## config.mk

```make
export PLATFORM = sky130hd
export DESIGN_NAME = asd_ctrl
export DESIGN_NICKNAME = d
export VERILOG_FILES = /design/src/hdl/asd_pkg.sv /design/src/hdl/asd_pin_sync.sv /design/src/hdl/asd_status_flags.sv /design/src/hdl/asd_ctrl.sv
export VERILOG_INCLUDE_DIRS = /design/src /design/src/hdl
export SDC_FILE = /design/constraint.sdc
export NUM_CORES = 1
export LEC_CHECK = 0
export ABC_AREA = 1
export BUFFER_PORTS_ARGS = -buffer_cell sky130_fd_sc_hd__buf_2
export CAP_MARGIN = 20
export CORE_MARGIN = 1.5
export CORE_UTILIZATION = 30
export CTS_BUF_LIST = sky130_fd_sc_hd__clkbuf_16
export DETAILED_ROUTE_END_ITERATION = 8
export HOLD_SLACK_MARGIN = 0.03
export PLACE_DENSITY = 0.48
export REMOVE_ABC_BUFFERS = 1
export SYNTH_ARGS = -nofsm -noshare
export SYNTH_HDL_FRONTEND = slang
export SYNTH_SLANG_ARGS = --single-unit
```

## constraint.sdc

```tcl
create_clock -name core_clk -period 6.1 [get_ports core_clk]
set_input_delay 0.61 -clock core_clk [delete_from_list [all_inputs] [get_ports core_clk]]
set_output_delay 0.61 -clock core_clk [all_outputs]
set_load 0.005 [all_outputs]
```

## src/hdl/asd_regs.svh

```systemverilog
// Register selects, field positions, reset values and counts of the
// converter status and mode block.
// Assumes inclusion from the design module asd_ctrl by bare name.
`ifndef ASD_REGS_SVH
`define ASD_REGS_SVH

// -----------------------------------------------------------------
// Register selects
// -----------------------------------------------------------------
`define ASD_RS_STATUS      2'h0
`define ASD_RS_MODE        2'h1
`define ASD_RS_FILTER      2'h2
`define ASD_RS_DATA        2'h3

// -----------------------------------------------------------------
// Reset values
// -----------------------------------------------------------------
`define ASD_MODE_RESET     8'h02
`define ASD_FILTER_RESET   8'h07
`define ASD_DATA_RESET     16'h0000
`define ASD_CHANNEL_RESET  2'h0

// -----------------------------------------------------------------
// Status fields: bits 5..3 are fixed at 0, 0, 1
// -----------------------------------------------------------------
`define ASD_STATUS_FIXED   3'h1

// -----------------------------------------------------------------
// Operating mode encodings
// -----------------------------------------------------------------
`define ASD_MD_CONTINUOUS  2'h0
`define ASD_MD_SINGLE      2'h2
`define ASD_MD_STANDBY     2'h3

// -----------------------------------------------------------------
// Serial counts
// -----------------------------------------------------------------
`define ASD_CMD_LAST       5'h06
`define ASD_SHORT_LEN      5'h08
`define ASD_LONG_LEN       5'h10
`define ASD_ONES_LAST      6'h1F

`endif

```

## src/hdl/asd_pkg.sv

```systemverilog
// Types shared by the converter status and mode block.
// Assumes the constants header sits beside it.
package asd_pkg;

  typedef enum logic [1:0] {ASD_HUNT, ASD_CMD, ASD_RX, ASD_TX} asd_state_t;

  typedef struct packed {
    logic [1:0] operatingModeBits;
    logic [1:0] inputRangeBits;
    logic       burnoutCurrentEnable;
    logic       zeroHi;
    logic       bufferEnable;
    logic       zeroLo;
  } asd_mode_t;

  typedef struct packed {
    logic        done;
    logic        clamped;
    logic        preUpdate;
    logic [15:0] result;
  } asd_conv_t;

  typedef struct packed {
    logic       mustBeZero;
    logic [1:0] registerSelectBits;
    logic       readDir;
    logic       contRead;
    logic [1:0] channelSelectBits;
  } asd_cmd_t;

endpackage

```

## src/hdl/asd_pin_sync.sv

```systemverilog
// Two-flop synchroniser for the serial clock and data pins, with
// edge detection on the serial clock.
// Assumes pins are asynchronous to core_clk and at least 3 cycles wide.
`timescale 1ns/10ps
module asd_pin_sync (
  input  wire logic core_clk,
  input  wire logic rst,
  input  wire logic sclk,
  input  wire logic din,
  output logic      dinSync,
  output logic      sclkRise,
  output logic      sclkFall
);

  logic [1:0] meta;
  logic [1:0] stable;
  logic       sclkLast;

  // -----------------------------------------------------------------
  // Synchroniser stages
  // -----------------------------------------------------------------
  // Idle high serial clock, so stages reset high for it
  always_ff @(posedge core_clk or posedge rst) begin
    if (rst) begin
      meta   <= 2'h2;
      stable <= 2'h2;
    end else begin
      meta   <= {sclk, din};
      stable <= meta;
    end
  end

  // -----------------------------------------------------------------
  // Edge detection
  // -----------------------------------------------------------------
  always_ff @(posedge core_clk or posedge rst) begin
    if (rst) begin
      sclkLast <= 1'b1;
      sclkRise <= 1'b0;
      sclkFall <= 1'b0;
      dinSync  <= 1'b0;
    end else begin
      sclkLast <= stable[1];
      sclkRise <= stable[1] & ~sclkLast;
      sclkFall <= ~stable[1] & sclkLast;
      dinSync  <= stable[0];
    end
  end

endmodule

```

## src/hdl/asd_status_flags.sv

```systemverilog
// Not-ready and error flags of the status register.
// Assumes event pulses are one core_clk cycle wide, same clock domain.
`timescale 1ns/10ps
module asd_status_flags (
  input  wire logic core_clk,
  input  wire logic rst,
  input  wire logic convDone,
  input  wire logic convClamped,
  input  wire logic preUpdate,
  input  wire logic dataRead,
  input  wire logic modeWrite,
  input  wire logic powerDownEnter,
  input  wire logic startWrite,
  output logic      notReady,
  output logic      convError
);

  // -----------------------------------------------------------------
  // Not-ready flag
  // -----------------------------------------------------------------
  // Restart and warning events win over a new result; a new result wins
  // over a read in the same cycle so fresh data is never hidden.
  always_ff @(posedge core_clk or posedge rst) begin
    if (rst) begin
      notReady <= 1'b1;
    end else if (modeWrite || powerDownEnter || preUpdate) begin
      notReady <= 1'b1;
    end else if (convDone) begin
      notReady <= 1'b0;
    end else if (dataRead) begin
      notReady <= 1'b1;
    end
  end

  // -----------------------------------------------------------------
  // Error flag
  // -----------------------------------------------------------------
  always_ff @(posedge core_clk or posedge rst) begin
    if (rst) begin
      convError <= 1'b0;
    end else if (convDone && !modeWrite) begin
      convError <= convClamped;
    end else if (startWrite) begin
      convError <= 1'b0;
    end
  end

endmodule

```

## src/hdl/asd_ctrl.sv

```systemverilog
// Serial port, status and mode registers of the sigma-delta converter.
// Assumes a host on sclk/din/dout (clock idles high, data taken on the
// rising edge) and a converter core on core_clk giving result pulses.
`timescale 1ns/10ps
`include "asd_regs.svh"

module asd_ctrl
  import asd_pkg::*;
#(
  parameter logic VARIANT_ID_BIT = 1'b1  // Arbitrary value
) (
  input  wire logic       core_clk,
  input  wire logic       rst,
  input  wire logic       sclk,
  input  wire logic       din,
  input  wire asd_conv_t  conv,
  output logic            doutRdy,
  output asd_mode_t       modeCfg,
  output logic [1:0]      channelSelectBits,
  output logic [7:0]      filterCfg,
  output logic            powerDown,
  output logic            filterRestart
);

  // -----------------------------------------------------------------
  // Declarations
  // -----------------------------------------------------------------
  logic        dinSync;
  logic        sclkRise;
  logic        sclkFall;
  asd_state_t  state;
  logic [4:0]  bitCnt;
  logic [4:0]  xferLen;
  logic [6:0]  cmdShift;
  logic [15:0] rxShift;
  logic [15:0] txShift;
  logic [1:0]  regSel;
  logic [5:0]  onesCnt;
  logic        ifReset;
  logic [15:0] dataReg;
  logic        notReady;
  logic        convError;
  logic        dataRead;
  logic        modeWrite;
  logic        startWrite;
  logic        powerDownEnter;
  logic        singleBusy;
  asd_cmd_t    cmdNow;
  logic        cmdDone;
  logic        xferLast;
  logic        rxDone;
  asd_mode_t   rxMode;

  // -----------------------------------------------------------------
  // Functions
  // -----------------------------------------------------------------
  function automatic logic [4:0] lengthOf(input logic [1:0] sel);
    lengthOf = (sel == `ASD_RS_DATA) ? `ASD_LONG_LEN : `ASD_SHORT_LEN;
  endfunction

  function automatic logic [7:0] statusByte(input logic       nr,
                                            input logic       err,
                                            input logic [1:0] ch);
    statusByte = {nr, err, `ASD_STATUS_FIXED, VARIANT_ID_BIT, ch};
  endfunction

  // Mode values with the must-be-zero positions forced low
  function automatic asd_mode_t cleanMode(input asd_mode_t m);
    cleanMode        = m;
    cleanMode.zeroHi = 1'b0;
    cleanMode.zeroLo = 1'b0;
  endfunction

  function automatic logic startsConv(input logic [1:0] md);
    startsConv = (md == `ASD_MD_CONTINUOUS) || (md == `ASD_MD_SINGLE);
  endfunction

  // -----------------------------------------------------------------
  // Pin synchroniser and status flags
  // -----------------------------------------------------------------
  asd_pin_sync pinSync (
    .core_clk (core_clk),
    .rst      (rst),
    .sclk     (sclk),
    .din      (din),
    .dinSync  (dinSync),
    .sclkRise (sclkRise),
    .sclkFall (sclkFall)
  );

  asd_status_flags flags (
    .core_clk       (core_clk),
    .rst            (rst),
    .convDone       (conv.done),
    .convClamped    (conv.clamped),
    .preUpdate      (conv.preUpdate),
    .dataRead       (dataRead),
    .modeWrite      (modeWrite),
    .powerDownEnter (powerDownEnter),
    .startWrite     (startWrite),
    .notReady       (notReady),
    .convError      (convError)
  );

  // -----------------------------------------------------------------
  // Decode of the command byte and transfer ends
  // -----------------------------------------------------------------
  assign cmdNow   = asd_cmd_t'({cmdShift[5:0], dinSync});
  assign cmdDone  = sclkRise && (state == ASD_CMD) && (bitCnt == `ASD_CMD_LAST);
  assign xferLast = (bitCnt == (xferLen - 5'h01));
  assign rxDone   = sclkRise && (state == ASD_RX) && xferLast;
  assign rxMode   = asd_mode_t'({rxShift[6:0], dinSync});

  // -----------------------------------------------------------------
  // Host reset by a run of ones
  // -----------------------------------------------------------------
  // Thirty-two ones in a row return the port and the mode, filter and channel
  // registers to reset, which lets a host recover from a lost bit count.
  always_ff @(posedge core_clk or posedge rst) begin
    if (rst) begin
      onesCnt <= 6'h00;
      ifReset <= 1'b0;
    end else begin
      ifReset <= sclkRise && dinSync && (onesCnt == `ASD_ONES_LAST);
      if (sclkRise) begin
        onesCnt <= dinSync ? onesCnt + 6'h01 : 6'h00;
      end
    end
  end

  // -----------------------------------------------------------------
  // Serial state machine
  // -----------------------------------------------------------------
  always_ff @(posedge core_clk or posedge rst) begin
    if (rst) begin
      state    <= ASD_HUNT;
      bitCnt   <= 5'h00;
      cmdShift <= 7'h00;
      regSel   <= `ASD_RS_STATUS;
      xferLen  <= `ASD_SHORT_LEN;
    end else if (ifReset) begin
      state  <= ASD_HUNT;
      bitCnt <= 5'h00;
    end else if (sclkRise) begin
      unique case (state)
        ASD_HUNT: begin
          bitCnt <= 5'h00;
          if (!dinSync) begin
            state <= ASD_CMD;
          end
        end
        ASD_CMD: begin
          cmdShift <= {cmdShift[5:0], dinSync};
          bitCnt   <= bitCnt + 5'h01;
          if (bitCnt == `ASD_CMD_LAST) begin
            bitCnt  <= 5'h00;
            regSel  <= cmdNow.registerSelectBits;
            xferLen <= lengthOf(cmdNow.registerSelectBits);
            if (cmdNow.readDir) begin
              state <= ASD_TX;
            // select zero on write is the command byte itself
            end else if (cmdNow.registerSelectBits == `ASD_RS_STATUS) begin
              state <= ASD_HUNT;
            end else begin
              state <= ASD_RX;
            end
          end
        end
        ASD_RX, ASD_TX: begin
          bitCnt <= bitCnt + 5'h01;
          if (xferLast) begin
            state  <= ASD_HUNT;
            bitCnt <= 5'h00;
          end
        end
      endcase
    end
  end

  // -----------------------------------------------------------------
  // Receive shifter
  // -----------------------------------------------------------------
  always_ff @(posedge core_clk or posedge rst) begin
    if (rst) begin
      rxShift <= 16'h0000;
    end else if (sclkRise && (state == ASD_RX)) begin
      rxShift <= {rxShift[14:0], dinSync};
    end
  end

  // -----------------------------------------------------------------
  // Transmit shifter
  // -----------------------------------------------------------------
  // Loaded as the command completes so the first falling edge can
  // present the top bit; short registers sit left justified.
  always_ff @(posedge core_clk or posedge rst) begin
    if (rst) begin
      txShift <= 16'h0000;
    end else if (cmdDone) begin
      unique case (cmdNow.registerSelectBits)
        `ASD_RS_STATUS: txShift <= {statusByte(notReady, convError, channelSelectBits), 8'h00};
        `ASD_RS_MODE:   txShift <= {modeCfg, 8'h00};
        `ASD_RS_FILTER: txShift <= {filterCfg, 8'h00};
        `ASD_RS_DATA:   txShift <= dataReg;
      endcase
    end else if (sclkFall && (state == ASD_TX)) begin
      txShift <= {txShift[14:0], 1'b0};
    end
  end

  // -----------------------------------------------------------------
  // Data out and ready pin
  // -----------------------------------------------------------------
  always_ff @(posedge core_clk or posedge rst) begin
    if (rst) begin
      doutRdy <= 1'b1;
    end else if (state == ASD_TX) begin
      if (sclkFall) begin
        doutRdy <= txShift[15];
      end
    end else begin
      doutRdy <= notReady;
    end
  end

  // -----------------------------------------------------------------
  // Data register and read event
  // -----------------------------------------------------------------
  always_ff @(posedge core_clk or posedge rst) begin
    if (rst) begin
      dataReg  <= `ASD_DATA_RESET;
      dataRead <= 1'b0;
    end else begin
      // only a finished data read counts
      dataRead <= sclkRise && (state == ASD_TX) && xferLast && (regSel == `ASD_RS_DATA);
      if (conv.done) begin
        dataReg <= conv.result;
      end
    end
  end

  // -----------------------------------------------------------------
  // Mode and filter registers
  // -----------------------------------------------------------------
  always_ff @(posedge core_clk or posedge rst) begin
    if (rst) begin
      modeCfg   <= asd_mode_t'(`ASD_MODE_RESET);
      filterCfg <= `ASD_FILTER_RESET;
    end else if (ifReset) begin
      modeCfg   <= asd_mode_t'(`ASD_MODE_RESET);
      filterCfg <= `ASD_FILTER_RESET;
    end else if (rxDone) begin
      if (regSel == `ASD_RS_MODE) begin
        modeCfg <= cleanMode(rxMode);
      end else if (regSel == `ASD_RS_FILTER) begin
        filterCfg <= {rxShift[6:0], dinSync};
      end
    end
  end

  // -----------------------------------------------------------------
  // Channel select
  // -----------------------------------------------------------------
  always_ff @(posedge core_clk or posedge rst) begin
    if (rst) begin
      channelSelectBits <= `ASD_CHANNEL_RESET;
    end else if (ifReset) begin
      channelSelectBits <= `ASD_CHANNEL_RESET;
    end else if (cmdDone) begin
      channelSelectBits <= cmdNow.channelSelectBits;
    end
  end

  // -----------------------------------------------------------------
  // Mode write events
  // -----------------------------------------------------------------
  always_ff @(posedge core_clk or posedge rst) begin
    if (rst) begin
      modeWrite      <= 1'b0;
      startWrite     <= 1'b0;
      powerDownEnter <= 1'b0;
    end else begin
      modeWrite      <= (rxDone && (regSel == `ASD_RS_MODE)) || ifReset;
      startWrite     <= rxDone && (regSel == `ASD_RS_MODE) &&
                        startsConv(rxMode.operatingModeBits);
      powerDownEnter <= rxDone && (regSel == `ASD_RS_MODE) &&
                        (rxMode.operatingModeBits == `ASD_MD_STANDBY);
    end
  end

  // -----------------------------------------------------------------
  // Modulator and filter restart
  // -----------------------------------------------------------------
  // A channel change also restarts, since the old result no longer
  // belongs to the selected input.
  always_ff @(posedge core_clk or posedge rst) begin
    if (rst) begin
      filterRestart <= 1'b0;
    end else begin
      filterRestart <= (rxDone && (regSel == `ASD_RS_MODE)) || ifReset ||
                       (cmdDone && (cmdNow.channelSelectBits != channelSelectBits));
    end
  end

  // -----------------------------------------------------------------
  // Operating mode and power-down
  // -----------------------------------------------------------------
  // Single mode powers up for one result and drops back afterwards.
  always_ff @(posedge core_clk or posedge rst) begin
    if (rst) begin
      singleBusy <= 1'b0;
    end else if (modeWrite) begin
      singleBusy <= (modeCfg.operatingModeBits == `ASD_MD_SINGLE);
    end else if (conv.done) begin
      singleBusy <= 1'b0;
    end
  end

  always_ff @(posedge core_clk or posedge rst) begin
    if (rst) begin
      powerDown <= 1'b0;
    end else begin
      unique case (modeCfg.operatingModeBits)
        `ASD_MD_STANDBY: powerDown <= 1'b1;
        `ASD_MD_SINGLE:  powerDown <= ~singleBusy && ~modeWrite;
        default:         powerDown <= 1'b0;
      endcase
    end
  end

endmodule

```

## Word-level counts from Yosys, hierarchy flattened

Cells that the tools add are included.

| word-level totals | value |
|---|---|
| register bits | 101 |
| bits of input ports | 23 |

| cells by class | value |
|---|---|
| $add $sub $neg | 3 |
| equality and inequality tests | 22 |
| muxes and demuxes | 37 |
| bitwise logic cells | 7 |
| reductions and logical operators | 40 |

Operators by type and width:

| cell | number |
|---|---|
| $pmux 16 s4 | 1 |
| $mux 8 | 7 |
| $mux 16 | 2 |
| $mux 5 | 5 |
| $eq 2x2->1 const B | 10 |
| $mux 2 | 9 |
| $logic_and 1x1->1 | 16 |
| $reduce_bool 2->1 | 8 |
| $pmux 5 s3 | 1 |
| $mux 1 | 9 |
| $reduce_and 4->1 | 2 |
| $add 6x1->6 const B | 1 |
| $eq 2x1->1 const B | 3 |
| $eq 6x5->1 const B | 1 |
| $logic_not 2->1 | 3 |
| $mux 6 | 1 |
| $ne 3x3->1 const B | 2 |
| $pmux 2 s3 | 1 |
| $reduce_and 3->1 | 2 |
| $add 5x1->5 const B | 1 |
| $eq 5x3->1 const B | 1 |
| $eq 5x5->1 | 1 |
| $logic_or 1x1->1 | 5 |
| $not 1->1 | 5 |
| 11 further kinds | 12 |

## Depth between registers and ports, before layout

| logic depth | value |
|---|---|
| depth in word-level cells | 7 |
| depth in mapped cells | 12 |
| depth with buffers taken out | 12 |

## Hierarchy

A second synthesis with hierarchy kept.

| unflattened totals | value |
|---|---|
| cell total of the unflattened synthesis | 513 |
| area, all modules | 4390.5 um2 |

By module, submodules not included:

| module | instances | cells each | area each (um2) |
|---|---|---|---|
| asd_ctrl | 1 | 488 | 4071.4 |
| asd_pin_sync | 1 | 13 | 222.7 |
| asd_status_flags | 1 | 12 | 96.3 |

## Least setup slack after synthesis

No wires, ideal clock.

| timing | value |
|---|---|
| kind | reg-to-reg |
| start point | register bitCnt[0] |
| end point | register txShift[12] |
| arrival time | 1.381 ns |
| required time | 5.977 ns |
| path slack | 4.596 ns |
| stages on the path, launching flop included | 13 |
| path buffers | 0 |
| path through | dfrtp_1 inv_1 ha_1 nand2_1 clkinv_1 nand2_1 inv_2 nand2_2 inv_2 nor2_4 inv_2 nor2_1 a21oi_1 |

| on the way | value |
|---|---|
| word-level cells in the longest chain between the ends | 3 |
| elaborated cells between the ends (all ways) | 4 |
| classes of those cells | eq/ne: 1; mux: 1; reduce/logical: 2 |

RTL lines:

| item | RTL line | text |
|---|---|---|
| start: declaration | asd_ctrl.sv:32 | `logic [4:0] bitCnt;` |
| start signal: assignment | asd_ctrl.sv:154 | `bitCnt <= bitCnt + 5'h01;` |
| start signal: assignment | asd_ctrl.sv:170 | `bitCnt <= bitCnt + 5'h01;` |
| $eq 5x3->1 (no line) (*) | -- |  |
| $logic_and 1x1->1 (*) | asd_ctrl.sv:109 | `` assign cmdDone = sclkRise && (state == ASD_CMD) && (bitCnt == `ASD_CMD_LAST); `` |
| $mux 16 or $reduce_bool 2->1 (tied branches) | -- |  |
| end signal: assignment | asd_ctrl.sv:201 | `` `ASD_RS_STATUS: txShift <= {statusByte(notReady, convError, channelSelectBits), 8'h00}; `` |
| end signal: assignment | asd_ctrl.sv:202 | `` `ASD_RS_MODE: txShift <= {modeCfg, 8'h00}; `` |
| end signal: assignment | asd_ctrl.sv:203 | `` `ASD_RS_FILTER: txShift <= {filterCfg, 8'h00}; `` |
| end: declaration | asd_ctrl.sv:36 | `logic [15:0] txShift;` |

Every way passes the cells marked *; elsewhere a longest branch is shown, timed or not.
A chain may end at the register's enable or synchronous reset.

## Final worst setup path

| timing | value |
|---|---|
| start point | register bitCnt[0] |
| end point | register txShift[3] |

Same word-level chain as after synthesis.

==> metrics.txt <==
Peak VDD IR=0.1046 mV; Power Density=317.8 nW/um2; number of max-cap violations=0; Layout area overhead=14.74%; Setup-failing EPs final=0; Worst Setup Path Type=reg -> reg; vias in the first global route=3450; hold buffers post-CTS=0; CP Launch Type=flip-flop; Crit path required time=6.32 ns; multi-input logic area=1644 um2; CTS sink count=96; first-pass GRT wire length=17830 um; core area=13930 um2; Nets=572; Overflow after GRT=0; DP Wirelength=7619 um; layout cells sized above 1=15.43%; mapped cell area=4304 um2; remaining routing DRC violations=0; CP Capture Point=txShift[3]; DIE WIDTH=122.8 um; Hold Path Class=in -> async; r2r startpoint=bitCnt[0]; CP Data Arrival Time=2.24 ns; FMAX=0.4952 GHz; PostCTS Resize Cnt=0; total track usage=15.51%; Ys Warns=0; Rows=43; headroom to the max-slew limit=47.45%; worst r2r path cells=12; Core Util, Final=35.44%; outcome=complete, no violations; Initial Utilization=30.89%; root buffer cell=clkbuf_16; vias=3463; CTS tree=yes; Setup WS pre-CTS=4.088 ns; Die Y=122.8 um; Antenna Cells=0; clock insertion delay at the later pin of the skew report=0.34 ns; crit share post-route=33.10%; Syn Area/Cell=8.523 um2; Final WS setup=4.081 ns; CP max FO=17; Pleak=2.528 nW; skew final=0.008737 ns; Post-Synthesis Cells=505; crit end category=flip-flop; final wirelength=10480 um; Slew Viols, Final=0; Die Area=15070 um2; RSZ-0062 raised after global routing=no; Reg area=2415 um2; H-tree levels=3; post-synthesis sequential area ratio=56.10%; Tot Pwr=1.570 mW; Top-Level Pins=44; flop2flop setup slack=4.08 ns; Port Buf Inserts=41; Filler Cell Count=1464; CTS clock-pin slew for the worst setup and hold paths=0.07 ns; crit path time final=2.019 ns; CTS Buf Count=9; largest net degree at the start of global routing=52; Worst Max-Slew Pin Slew=0.7874 ns; flops & latches, synth=96; drt pass-1 iters=5; vias per cell=4.737; Hold Vio Cnt, Final=0; Netlist cell types=37; Final ANT Viol Nets=0; gpl congestion=0.7848; initial antenna violation count=0; clock tree buffer depth=2; post-route setup TNS=0 ns; Starting DRT DRC Count=178; post-CTS setup buffers=0; CP startpoint=bitCnt[0]; WL/cell=14.34 um; RR Endpoint=txShift[3]
[where the power goes]
group,internal (mW),switching (mW),leakage [nW]
registers,0.733,0.0692,1.25
logic,0.0934,0.171,1.14
clock network,0.269,0.235,0.139
[critical path, stage by stage, from the launching register on]
cell and delay, ns:
dfrtp_1 0.37, inv_1 0.08, ha_1 0.20, nand2_1 0.07, clkinv_1 0.05, nand2_1 0.13, inv_2 0.08, nand2_2 0.27
inv_2 0.15, nor2_4 0.21, inv_2 0.12, nor2_1 0.12, a21oi_1 0.05
[stage by stage]
step                      area [um2]  cells  hold slack [ns]
final                           4938    731           0.3144
after global routing            4938    731           0.3621
after CTS                       4938    731           0.3453
after detailed placement        4682    715           0.3379
after global placement          4682    715           0.3326
after floorplan                 4242    493           0.3312
[synthesized netlist by cell type (all sizes together)]
cell / instances / area [um2]
inv: 47 / 178.9
or2: 1 / 6.260
nand2: 159 / 601.8
nor2: 44 / 195.2
dfrtp: 86 / 2152
clkbuf: 3 / 11.26
clkinv: 1 / 3.750
dfstp: 10 / 262.8
a21oi: 16 / 80.08
o211ai: 4 / 30.03
conb: 1 / 3.750
nor3: 6 / 41.29
o221ai: 1 / 8.760
o21ai: 43 / 215.2
a22oi: 1 / 7.510
nand3: 49 / 245.2
xor2: 4 / 35.03
a31oi: 1 / 6.260
ha: 3 / 37.54
o31ai: 1 / 7.510
o22ai: 5 / 31.28
xnor2: 2 / 17.52
buf: 10 / 55.05
o21a: 2 / 15.01
o32ai: 1 / 8.760
nand4: 4 / 46.29
[metal layers]
metal	GRT usage, %	share of wire, %
met5	0	0
met1	22.13	49
met2	23.19	45
met4	6.904	2.1
met3	2.370	3.7
[placed cells by master, fill, tap and decap left out, drive strengths merged, types with 2 or more instances in the layout]
cell type  netlist  final
xor2             4      4
clkinv           1      6
buf             10     42
o21ai           43     43
nor2            44     44
ha               3      3
conb             1      2
nor3             6      6
dfstp           10     10
nand2          159    159
inv             47     49
o22ai            5      5
o211ai           4      4
nand4            4      4
a21oi           16     16
xnor2            2      2
clkbuf           3      9
dfrtp           86     86
nand3           49     49
o21a             2      2
[how the worst min path moves through the flow]
stage                        end  depth (start not counted)  slack (ns)         startpoint
6_report           filterRestart                          2        0.31                rst
5_1_grt          pinSync.meta[1]                          1        0.36               sclk
4_1_cts            filterRestart                          2        0.35                rst
3_5_place_dp   pinSync.stable[0]                          0        0.34    pinSync.meta[0]
3_3_place_gp     pinSync.dinSync                          0        0.33  pinSync.stable[0]
2_1_floorplan    pinSync.dinSync                          0        0.33  pinSync.stable[0]
[cell type report]
class | count | area share [%]
inverters | 48 | 3.750
flip-flops and latches | 96 | 48.90
repair buffers | 42 | 4.307
clock inverters | 7 | 0.6334
clock buffers | 9 | 4.560
multi-input cells | 349 | 33.29
well taps | 180 | 4.560
[registers in the layout, summed over array words and instances, names as in the netlist, 2 cells and up]
name / cells
pinSync.meta: 2
cmdShift: 5
regSel: 2
filterCfg: 8
onesCnt: 6
channelSelectBits: 2
rxShift: 7
dataReg: 16
modeCfg: 6
pinSync.stable: 2
xferLen: 2
bitCnt: 5
txShift: 16
state: 2
[kinds of logic (layout without fill, tap and decap cells)]
family | Yosys count | count (layout) | synth area share, %
other cells | 1 | 2 | 0.08713
compound gates | 75 | 75 | 9.535
flops | 96 | 96 | 56.10
xor+xnor | 6 | 6 | 1.221
buf+inv | 61 | 106 | 5.785
simple gates | 263 | 263 | 26.40
fa+ha+maj | 3 | 3 | 0.8722
Power figures use the tool's default switching activity.
